$ cat config.mk
export PLATFORM = sky130hd
export DESIGN_NAME = itd_tone_status
export DESIGN_NICKNAME = d
export VERILOG_FILES = /design/src/rtl/itd_pkg.sv /design/src/rtl/itd_tone_table.sv /design/src/rtl/itd_tone_status.sv
export SDC_FILE = /design/constraint.sdc
export NUM_CORES = 1
export LEC_CHECK = 0
export BUFFER_PORTS_ARGS = -buffer_cell sky130_fd_sc_hd__buf_4
export CAP_MARGIN = 20
export CELL_PAD_IN_SITES_DETAIL_PLACEMENT = 1
export CELL_PAD_IN_SITES_GLOBAL_PLACEMENT = 1
export CORE_MARGIN = 4
export CORE_UTILIZATION = 53
export CTS_BUF_LIST = sky130_fd_sc_hd__clkbuf_8
export DETAILED_ROUTE_END_ITERATION = 6
export PLACE_DENSITY = 0.95
export SLEW_MARGIN = 20
export SYNTH_ARGS = -nofsm -noshare
export SYNTH_HDL_FRONTEND = slang
export SYNTH_SLANG_ARGS = --single-unit
$ cat constraint.sdc
create_clock -name core_clk -period 17 [get_ports core_clk]
set_input_delay 1.7 -clock core_clk [delete_from_list [all_inputs] [get_ports core_clk]]
set_output_delay 1.7 -clock core_clk [all_outputs]
set_load 0.05 [all_outputs]
$ cat src/rtl/itd_pkg.sv
// constants and helper functions shared by the inband tone decode status block
package itd_pkg;
  localparam int FREQ_W = 12;                       // tone frequency width, whole hertz
  localparam logic [7:0] EVENT_STATUS_ADDR = 8'hC6; // event status register
  localparam logic [7:0] TONE_REPORT_ADDR = 8'hCC;  // tone report register
  localparam int INBAND_FLAG_BIT = 13;              // inband tone change flag
  localparam int DTMF_FLAG_BIT = 12;                // dtmf on/off flag
  localparam int SELCALL_BIT = 15;                  // report: selcall tone present
  localparam int DTMF_BIT = 10;                     // report: dtmf tone present
  localparam int CODE_LSB = 11;                     // report: code field low bit
  localparam logic [15:0] REG_RESET = 16'h0000;     // value of both registers after reset
  localparam logic [11:0] MATCH_TOL = 12'h00A;      // accepted frequency error in hertz
  localparam logic [11:0] NO_TONE = 12'h000;        // table entry that never matches
  localparam logic [3:0] REPEAT_CODE = 4'hE;        // usual repeat tone, reported as is

  // default table, entry 15 first so that index n holds code n
  localparam logic [15:0][11:0] DEFAULT_TABLE = {
    12'h41F, 12'h83E, 12'h3DF, 12'h8C7, 12'h3A2, 12'h960, 12'h744, 12'h6D3,
    12'h668, 12'h604, 12'h5A6, 12'h54E, 12'h4FB, 12'h4AD, 12'h464, 12'h7BD};

  // dtmf row and column frequencies, index 0 lowest
  localparam logic [3:0][11:0] DTMF_LOW = {12'h3AD, 12'h354, 12'h302, 12'h2B9};
  localparam logic [3:0][11:0] DTMF_HIGH = {12'h661, 12'h5C5, 12'h538, 12'h4B9};

  // keypad row and column to tone code
  function automatic logic [3:0] dtmf_code(input logic [1:0] row, input logic [1:0] col);
    logic [3:0] code;
    code = 4'h0;
    if (col == 2'h3) begin
      code = (row == 2'h3) ? 4'h0 : 4'(4'hD + {2'h0, row});
    end else if (row == 2'h3) begin
      code = (col == 2'h0) ? 4'hB : ((col == 2'h1) ? 4'hA : 4'hC);
    end else begin
      code = 4'(4'h1 + 4'(row * 3) + {2'h0, col});
    end
    return code;
  endfunction : dtmf_code

  // tone code to row (bits 3:2) and column (bits 1:0)
  function automatic logic [3:0] dtmf_pos(input logic [3:0] code);
    logic [3:0] pos;
    pos = 4'h0;
    unique case (code)
      4'h0: pos = 4'hF;
      4'hA: pos = 4'hD;
      4'hB: pos = 4'hC;
      4'hC: pos = 4'hE;
      4'hD, 4'hE, 4'hF: pos = {2'(code - 4'hD), 2'h3};
      default: pos = {2'(4'(code - 4'h1) / 3), 2'(4'(code - 4'h1) % 3)};
    endcase
    return pos;
  endfunction : dtmf_pos
endpackage : itd_pkg

$ cat src/rtl/itd_tone_table.sv
// programmable sixteen entry tone table with first-match lookup
module itd_tone_table import itd_pkg::*; (
  input wire logic core_clk, // main clock
  input wire logic rst, // synchronous reset, active high
  input wire logic progWr, // table write strobe
  input wire logic [3:0] progIdx, // entry to overwrite
  input wire logic [FREQ_W-1:0] progFreq, // new frequency, zero means no tone
  input wire logic [FREQ_W-1:0] candFreq, // candidate frequency to look up
  output logic hit, // some entry matches
  output logic [3:0] hitCode // lowest matching entry
);
  typedef struct packed {
    logic [15:0][FREQ_W-1:0] entry; // tone frequencies
  } itd_table_t;

  itd_table_t s; // registered state
  itd_table_t next_s; // next state
  logic [15:0] match; // per entry match

  // one comparator per entry; a no-tone entry never matches
  for (genvar i = 0; i < 16; i++) begin : g_cmp
    logic [FREQ_W-1:0] diff; // absolute error
    assign diff = (candFreq > s.entry[i]) ? candFreq - s.entry[i] : s.entry[i] - candFreq;
    assign match[i] = (s.entry[i] != NO_TONE) && (diff <= MATCH_TOL);
  end

  // descending scan: walking down lets the lowest index win
  always_comb begin
    hit = |match;
    hitCode = 4'h0;
    for (int i = 15; i >= 0; i--) begin
      if (match[i]) begin
        hitCode = 4'(i);
      end
    end
  end

  // host overwrites any entry, default set restored by reset
  always_comb begin
    next_s = s;
    if (progWr) begin
      next_s.entry[progIdx] = progFreq;
    end
  end

  always_ff @(posedge core_clk) begin
    if (rst) begin
      s.entry <= DEFAULT_TABLE;
    end else begin
      s <= next_s;
    end
  end
endmodule : itd_tone_table

$ cat src/rtl/itd_tone_status.sv
// inband and dtmf receive status with tone report, plus dtmf tx tone selection
module itd_tone_status import itd_pkg::*; (
  input wire logic core_clk, // main clock, 250 MHz
  input wire logic rst, // synchronous reset, active high
  input wire logic rdEn, // register read strobe
  input wire logic [7:0] rdAddr, // register address
  output logic [15:0] rdData, // read data, registered
  input wire logic progWr, // tone table write strobe
  input wire logic [3:0] progIdx, // tone table entry
  input wire logic [FREQ_W-1:0] progFreq, // tone table frequency
  input wire logic candValid, // inband detector sees a tone
  input wire logic [FREQ_W-1:0] candFreq, // inband candidate frequency
  input wire logic dtmfValid, // dtmf detector sees a pair
  input wire logic [1:0] dtmfRow, // dtmf low tone index
  input wire logic [1:0] dtmfCol, // dtmf high tone index
  input wire logic txDtmfEn, // dtmf generator running
  input wire logic [3:0] txDtmfCode, // dtmf code to send
  input wire logic singleTone, // only one tone per code
  output logic [FREQ_W-1:0] txLowFreq, // low tone to generate, zero for none
  output logic [FREQ_W-1:0] txHighFreq // high tone to generate, zero for none
);
  typedef struct packed {
    logic flagInband; // sticky inband change flag
    logic flagDtmf; // sticky dtmf change flag
    logic [15:0] report; // tone report register
    logic selOn; // inband tone currently valid
    logic [3:0] selCode; // code of that tone
    logic dtmfOn; // dtmf pair currently valid
    logic [15:0] rdData; // read data
    logic [FREQ_W-1:0] txLow; // low tone output
    logic [FREQ_W-1:0] txHigh; // high tone output
  } itd_state_t;

  itd_state_t s; // registered state
  itd_state_t next_s; // next state
  logic hit; // table lookup matched
  logic [3:0] hitCode; // first matching code
  logic selNow; // valid inband tone this cycle
  logic selEvt; // inband on, off or change
  logic dtmfEvt; // dtmf on or off
  logic [3:0] dtmfNowCode; // code of current dtmf pair
  logic [3:0] txPos; // row and column of tx code
  logic stsRead; // status register being read

  itd_tone_table i_itd_tone_table (
    .core_clk(core_clk),
    .rst(rst),
    .progWr(progWr),
    .progIdx(progIdx),
    .progFreq(progFreq),
    .candFreq(candFreq),
    .hit(hit),
    .hitCode(hitCode)
  );

  // a repeat tone is just another code here; no expansion or suppression
  assign selNow = candValid && hit;
  assign selEvt = (selNow != s.selOn) || (selNow && hitCode != s.selCode);
  assign dtmfEvt = dtmfValid != s.dtmfOn;
  assign dtmfNowCode = dtmf_code(dtmfRow, dtmfCol);
  assign txPos = dtmf_pos(txDtmfCode);
  assign stsRead = rdEn && (rdAddr == EVENT_STATUS_ADDR);

  // next state: flags, report, read data and tx tones
  always_comb begin
    next_s = s;
    next_s.selOn = selNow;
    next_s.selCode = selNow ? hitCode : 4'h0;
    next_s.dtmfOn = dtmfValid;
    // reading status clears the flags, but a fresh event in the same cycle wins
    if (stsRead) begin
      next_s.flagInband = 1'b0;
      next_s.flagDtmf = 1'b0;
    end
    if (selEvt) begin
      next_s.flagInband = 1'b1;
    end
    if (dtmfEvt) begin
      next_s.flagDtmf = 1'b1;
    end
    // report only moves on an event, so repeated reads see the same value
    if (selEvt) begin
      if (selNow) begin
        next_s.report = 16'h0000;
        next_s.report[SELCALL_BIT] = 1'b1;
        next_s.report[CODE_LSB +: 4] = hitCode;
      end else begin
        next_s.report = 16'h0000;
      end
    end
    // dtmf is applied last: if both change together the dtmf view is kept,
    // running both detectors at once is not expected anyway
    if (dtmfEvt) begin
      if (dtmfValid) begin
        next_s.report = 16'h0000;
        next_s.report[DTMF_BIT] = 1'b1;
        next_s.report[CODE_LSB +: 4] = dtmfNowCode;
      end else begin
        next_s.report = 16'h0000;
      end
    end
    // register reads; unmapped addresses read zero
    if (rdEn) begin
      next_s.rdData = 16'h0000;
      if (rdAddr == EVENT_STATUS_ADDR) begin
        next_s.rdData[INBAND_FLAG_BIT] = s.flagInband;
        next_s.rdData[DTMF_FLAG_BIT] = s.flagDtmf;
      end else if (rdAddr == TONE_REPORT_ADDR) begin
        next_s.rdData = s.report;
      end
    end
    // tx tone pair; single tone keeps low for 1-7 and 0, high for 8-F
    next_s.txLow = 12'h000;
    next_s.txHigh = 12'h000;
    if (txDtmfEn) begin
      if (!singleTone || txDtmfCode == 4'h0 || txDtmfCode < 4'h8) begin
        next_s.txLow = DTMF_LOW[txPos[3:2]];
      end
      if (!singleTone || txDtmfCode >= 4'h8) begin
        next_s.txHigh = DTMF_HIGH[txPos[1:0]];
      end
    end
  end

  // single state register; reset clears flags and report
  always_ff @(posedge core_clk) begin
    if (rst) begin
      s <= '0;
      s.report <= REG_RESET;
      s.rdData <= REG_RESET;
    end else begin
      s <= next_s;
    end
  end

  assign rdData = s.rdData;
  assign txLowFreq = s.txLow;
  assign txHighFreq = s.txHigh;
endmodule : itd_tone_status

**Word-level counts from Yosys, hierarchy flattened**

Cells that the tools add are included.

- Bits of input ports: 52
- Register bits after elaboration: 256
- Output and inout port bits: 40

- Add/subtract/negate cells: 37
- Div/mod/pow operators: 2
- Multiply operators: 1
- Reductions and logical operators: 51
- Eq/ne operators: 14
- Bitwise gates (word level): 4
- Multiplexer cells: 56
- Magnitude comparators: 38

Operators by type and width:

| kind | number |
|---|---|
| subtractor 12 bit | 32 |
| 2-to-1 mux 12 bit | 20 |
| bitwise mux 192 bit | 1 |
| greater-than comparator 12 bit | 16 |
| <= comparator 12 x 4 -> 1 bit, second input constant | 16 |
| nonzero test 12 bit | 16 |
| 2-to-1 mux 4 bit | 19 |
| 2-to-1 mux 16 bit | 4 |
| binary-select mux 12 bit (select 2 bit) | 2 |
| demux 12 bit (select 4 bit) | 1 |
| divider 4 x 2 -> 32 bit, second input constant | 1 |
| remainder unit 4 x 2 -> 32 bit, second input constant | 1 |
| == test 4 bit, second input constant | 6 |
| logical AND 1 bit | 20 |
| one-hot mux 4 bit (5 select lines) | 1 |
| == test 8 bit, second input constant | 2 |
| OR reduction 16 bit | 1 |
| 2-to-1 mux 15 bit | 1 |
| OR reduction 3 bit | 3 |
| < comparator 2 x 3 -> 1 bit, second input constant | 2 |
| 2-to-1 mux 2 bit | 3 |
| 2-to-1 mux 3 bit | 2 |
| nonzero test 2 bit | 3 |
| < comparator 4 x 5 -> 1 bit, second input constant | 1 |
| 20 further kinds | 29 |

**Logic depth before layout (Yosys ltp)**

- Depth in word-level cells: 25
- Gate-level depth with buffers: 21
- Depth with buffers taken out: 18

**Modules after synthesis**

Synthesis repeated with hierarchy kept, for this count alone.

- Cells, all modules: 3715
- Area, all modules: 27709.1 sq um

By module, submodules not included:

| module | area each (sq um) | instances | cells each |
|---|---|---|---|
| itd_tone_table | 25525.7 | 1 | 3469 |
| itd_tone_status | 2183.3 | 1 | 246 |

**Worst setup path before layout**

No wires, ideal clock.

- Kind: input port to flip-flop
- From: input port candFreq[1]
- To: register s[61] in the netlist's numbering
- Cell stages on the path: 19
- Setup slack: 10.256 ns
- Required time: 16.884 ns
- Arrival: 6.627 ns
- Path buffers: 2
- Path through: inv_1 fa_1 nand2b_1 a211o_1 a211oi_1 o21a_1 buf_2 mux2i_1 xnor2_1 nand4_1 or3_1 or4_1 nand4_1 a22oi_1 xnor2_1 a2111o_1 buf_6 nor4b_1 a41o_1

- Longest elaborated chain between the ends: 24
- Elaborated cells between the ends (all ways): 122
- Those cells by class: add/sub (32); order compare (32); eq/ne (2); mux (35); reduce/logical (21)

RTL lines:

| item | line | text |
|---|---|---|
| start: declaration | itd_tone_status.sv:12 | `input wire logic [FREQ_W-1:0] candFreq,` |
| subtractor 12 bit or greater-than comparator 12 bit (tied branches) | itd_tone_table.sv:23 | `assign diff = (candFreq > s.entry[i]) ? candFreq - s.entry[i] : s.entry[i] - candFreq;` |
| 2-to-1 mux 12 bit | itd_tone_table.sv:23 |  |
| <= comparator 12 x 4 -> 1 bit | itd_tone_table.sv:24 | `assign match[i] = (s.entry[i] != NO_TONE) && (diff <= MATCH_TOL);` |
| logical AND 1 bit | itd_tone_table.sv:24 |  |
| 2-to-1 mux 4 bit (16 in series) | itd_tone_table.sv:32 | `if (match[i]) begin` |
| != test 4 bit | itd_tone_status.sv:58 | `assign selEvt = (selNow != s.selOn) \|\| (selNow && hitCode != s.selCode);` |
| logical AND 1 bit | itd_tone_status.sv:58 |  |
| logical OR 1 bit | itd_tone_status.sv:58 |  |
| nonzero test 2 bit (no line) | n/a |  |
| end signal: assignment | itd_tone_status.sv:132 | `s <= next_s;` |
| end: declaration | itd_tone_status.sv:34 | `itd_state_t s;` |

Several ways; a longest one is shown, not always the timed one. The select of a mux whose other input is x is not followed.
A chain may end at the register's enable or synchronous reset.

**Final worst setup path**

- From: input port candFreq[1]
- To: register s[57] in the netlist's numbering

Same word-level chain as after synthesis.

==> summary.md <==
| Metric | Value |
|---|---|
| Die ar. | 56600 um2 |
| Area leader, netlist | ha_1 |
| Row count | 83 |
| Synth top cells by count | nand2_1 (442), ha_1 (385), a21oi_1 (362) |
| Routed vias/inst | 6.93 |
| FILL cells | 6568 |
| Placed insts | 4365 |
| GRT Overall Usage | 39.2% |
| EDFF count, synth | 0 |
| Slowest-stage cell, CP | nor4_1 |
| Post-Syn Instances | 3797 |
| Fin Setup TNS | 0 ns |
| Share of layout cells above drive strength 1 | 7.04% |
| Clk pwr share | 33.9% |
| Layout Skew | 0.0514 ns |
| IO Port Bufs | 77 |
| Most frequent cell after synthesis | nand2_1 |
| Drt pass-1 iters | 6 |
| CP arrival | 8.67 ns |
| Initial DRC Count | 3194 |
| Ys Warns | 0 |
| Crit-path max cell delay | 0.74 ns |
| Synth async-reset ratio | 0% |
| Unique masters post-synth | 90 |
| First-pass GRT wire length | 180000 um |
| Routability cong. | 0.977 |
| Pint | 0.00113 W |
| Final ANT Viol Nets | 0 |
| Synth-to-Final Area Change | 5.96% |
| Crit-path max FO | 33 |
| Final Max Slew Viols | 0 |
| CTS resizes | 0 |
| Total gr overflow | 0 |
| CP endpoint kind | flop |
| WP data required | 17.48 ns |
| Switching share of total power | 39.4% |
| MaxCap Viol Count | 0 |
| Crit path max-delay family | compound AO/OA/AOI/OAI gates |
| Status | finished clean |
| Max_slew headroom | 32.0% |
| Worst skew pair latency | 0.64 ns |
| Buf/Inv on CP | 4 |
| Fin area | 29700 um2 |
| I/O pins | 92 |
| Initial antenna violation count | 4 |
| Worst min path class | reg -> reg |
| Worst hold slack | 0.468 ns |
| Syn Area/Cell | 7.38 um2 |
| Post-DP HPWL | 79100 um |
| Sequential area share after synthesis | 16.3% |
| PwrDens | 62.7 nW/um2 |
| Area fraction of the dominant cell type after synthesis | 17.2% |
| RSZ-0062 raised after global routing | no |
| Pleak | 12.8 nW |
| Worst path cell trace | buf_4 > inv_2 > buf_4 > fa_1 > nor2b_1 > o31a_1 > o21ai_0 > a21oi_1 > buf_4 > mux2i_1 > a31oi_1 > mux2_2 > nor4_1 > o41ai_1 > nand3_1 > o21a_1 > o31ai_1 > a2111o_1 > a211oi_1 > a211oi_1 |
| Crit share post-route | 48.1% |
| Worst Tran Pin Value | 1.02 ns |
| Drt total wl | 117000 um |
| Final std cells w/o fill | 4448 |
| WL per Instance | 26.2 um |
| Num CTS Buffers | 44 |
| Critical path type | in -> reg |
| Reg clk slew, reported paths | 0.07 ns |
| Layout Utilization | 57.3% |
| Top_reg_cell synth | dfxtp_1 |
| Die W | 238 um |
| TritonCTS clock tree | built |
| Vias | 30800 |
| Synth Register Bits | 228 |
| Final layout net count | 4203 |
| DRC Markers | 0 |
| Mapped cell area | 28000 um2 |
| Seq pwr share | 30.1% |
| Final Setup Violations | 0 |
| VDD IR max | 0.0699 mV |
| Net Switching | 0.000733 W |
| Count of final hold-check violations | 0 |
| Initial Util | 54.0% |
| Core Region | 51800 um2 |
| Fmax | 122 MHz |
| Area of placed instances | 28700 um2 |
| Cts hold-fix bufs | 0 |
| Longest Clk Path Bufs | 3 |
| DIE HEIGHT | 238 um |
| Htree depth | 2 |
| Min Clock Period, post-route | 8.18 ns |
| Startpoint Class | primary input |
| Vias in the first global route | 31600 |
| Largest net degree at the start of global routing | 73 |
| CTS sink count | 228 |
| Cell mode on critical path | buf_4 |
| Root buf cell | clkbuf_8 |
| Main area contributors after synthesis | ha_1 (17%), dfxtp_1 (16%), a21oi_1 (6.5%) |
| Combinational power share | 36.0% |
| Total setup buffers inserted after CTS | 0 |
[flip-flops by register name, summed over array words and instances (netlist names)]
register            flops
rdData                  6
i_itd_tone_table.s    192
s                      14
txLowFreq               7
txHighFreq              9
[power groups by stage]
stage	clock network (W)	registers (W)	logic, W
after floorplan	0	0.000566	0.000460
after global placement	0	0.000569	0.000611
after detailed placement	0	0.000570	0.000635
after CTS	0.000630	0.000559	0.000647
after global routing	0.000654	0.000560	0.000716
final	0.000631	0.000560	0.000671
[cell families after synthesis]
family	synth area share, %
other	0.0134
AO/OA/AOI/OAI	26.8
XOR/XNOR	3.44
AND/OR/NAND/NOR	22.1
multiplexers	4.20
flip-flops	16.3
adder cells (fa/ha/maj)	19.6
buffers and inverters	7.51
[layer usage]
layer,part of all wire [%],global-route usage [%]
met5,0.0094,0
met4,8.1,27.0
met3,9.8,8.28
met2,44,61.8
met1,38,47.8
[through the flow]
step                      setup slack [ns]  total power [W]
final                                 8.82          0.00186
after global routing                  8.57          0.00193
after CTS                             9.11          0.00184
after detailed placement              8.55          0.00121
after global placement                8.82          0.00118
after floorplan                      10.26          0.00103
[cells in the final DEF (no fill, tap or decap), types with 17 or more instances in the layout]
| master | netlist | layout |
|---|---|---|
| a211oi_1 | 56 | 56 |
| a21o_1 | 70 | 70 |
| a21oi_1 | 362 | 362 |
| a31oi_1 | 33 | 33 |
| and2_1 | 23 | 23 |
| and3_1 | 25 | 25 |
| buf_4 | 40 | 109 |
| clkbuf_8 | 0 | 53 |
| dfxtp_1 | 228 | 228 |
| fa_1 | 34 | 34 |
| ha_1 | 385 | 385 |
| inv_1 | 277 | 283 |
| mux2_2 | 28 | 28 |
| mux2i_1 | 86 | 86 |
| nand2_1 | 442 | 442 |
| nand2b_1 | 65 | 65 |
| nand3_1 | 79 | 79 |
| nand3b_1 | 20 | 20 |
| nand4_1 | 58 | 58 |
| nor2_1 | 248 | 244 |
| nor2b_1 | 59 | 59 |
| nor3_1 | 58 | 56 |
| nor4_1 | 68 | 68 |
| o211ai_1 | 123 | 123 |
| o21a_1 | 48 | 48 |
| o21ai_0 | 188 | 188 |
| o22ai_1 | 31 | 31 |
| o31ai_1 | 22 | 22 |
| or2_2 | 17 | 17 |
| or3_1 | 20 | 20 |
| or4_1 | 17 | 17 |
| xnor2_1 | 64 | 64 |
| xor2_1 | 46 | 46 |
[worst min-delay path: cells and delay by family (launching register included)]
kind | cells | cell delay [ns]
AND/OR/NAND/NOR | 1 | 0.06
flip-flops | 1 | 0.31
AO/OA/AOI/OAI | 1 | 0.05
[area by class of cell]
| class | instances | area, um2 | area share, % |
|---|---|---|---|
| clock buffer | 53 | 729 | 2.46 |
| clock inverter | 26 | 224 | 0.755 |
| sequential | 228 | 4560 | 15.4 |
| inverter | 278 | 1040 | 3.52 |
| tap | 680 | 851 | 2.87 |
| multi-input combinational | 3070 | 21400 | 72.1 |
| timing repair buffer | 110 | 846 | 2.85 |
| antenna | 3 | 7.51 | 0.0253 |
[final timing paths]
path                      startpoint    end  slack, ns  cells past startpoint
max                      candFreq[1]  s[57]       8.82                     20
min                            s[63]  s[63]       0.47                      2
max reg2reg  i_itd_tone_table.s[132]  s[57]      10.91                     17
min reg2reg                    s[63]  s[63]       0.47                      2
Power figures use the tool's default switching activity.
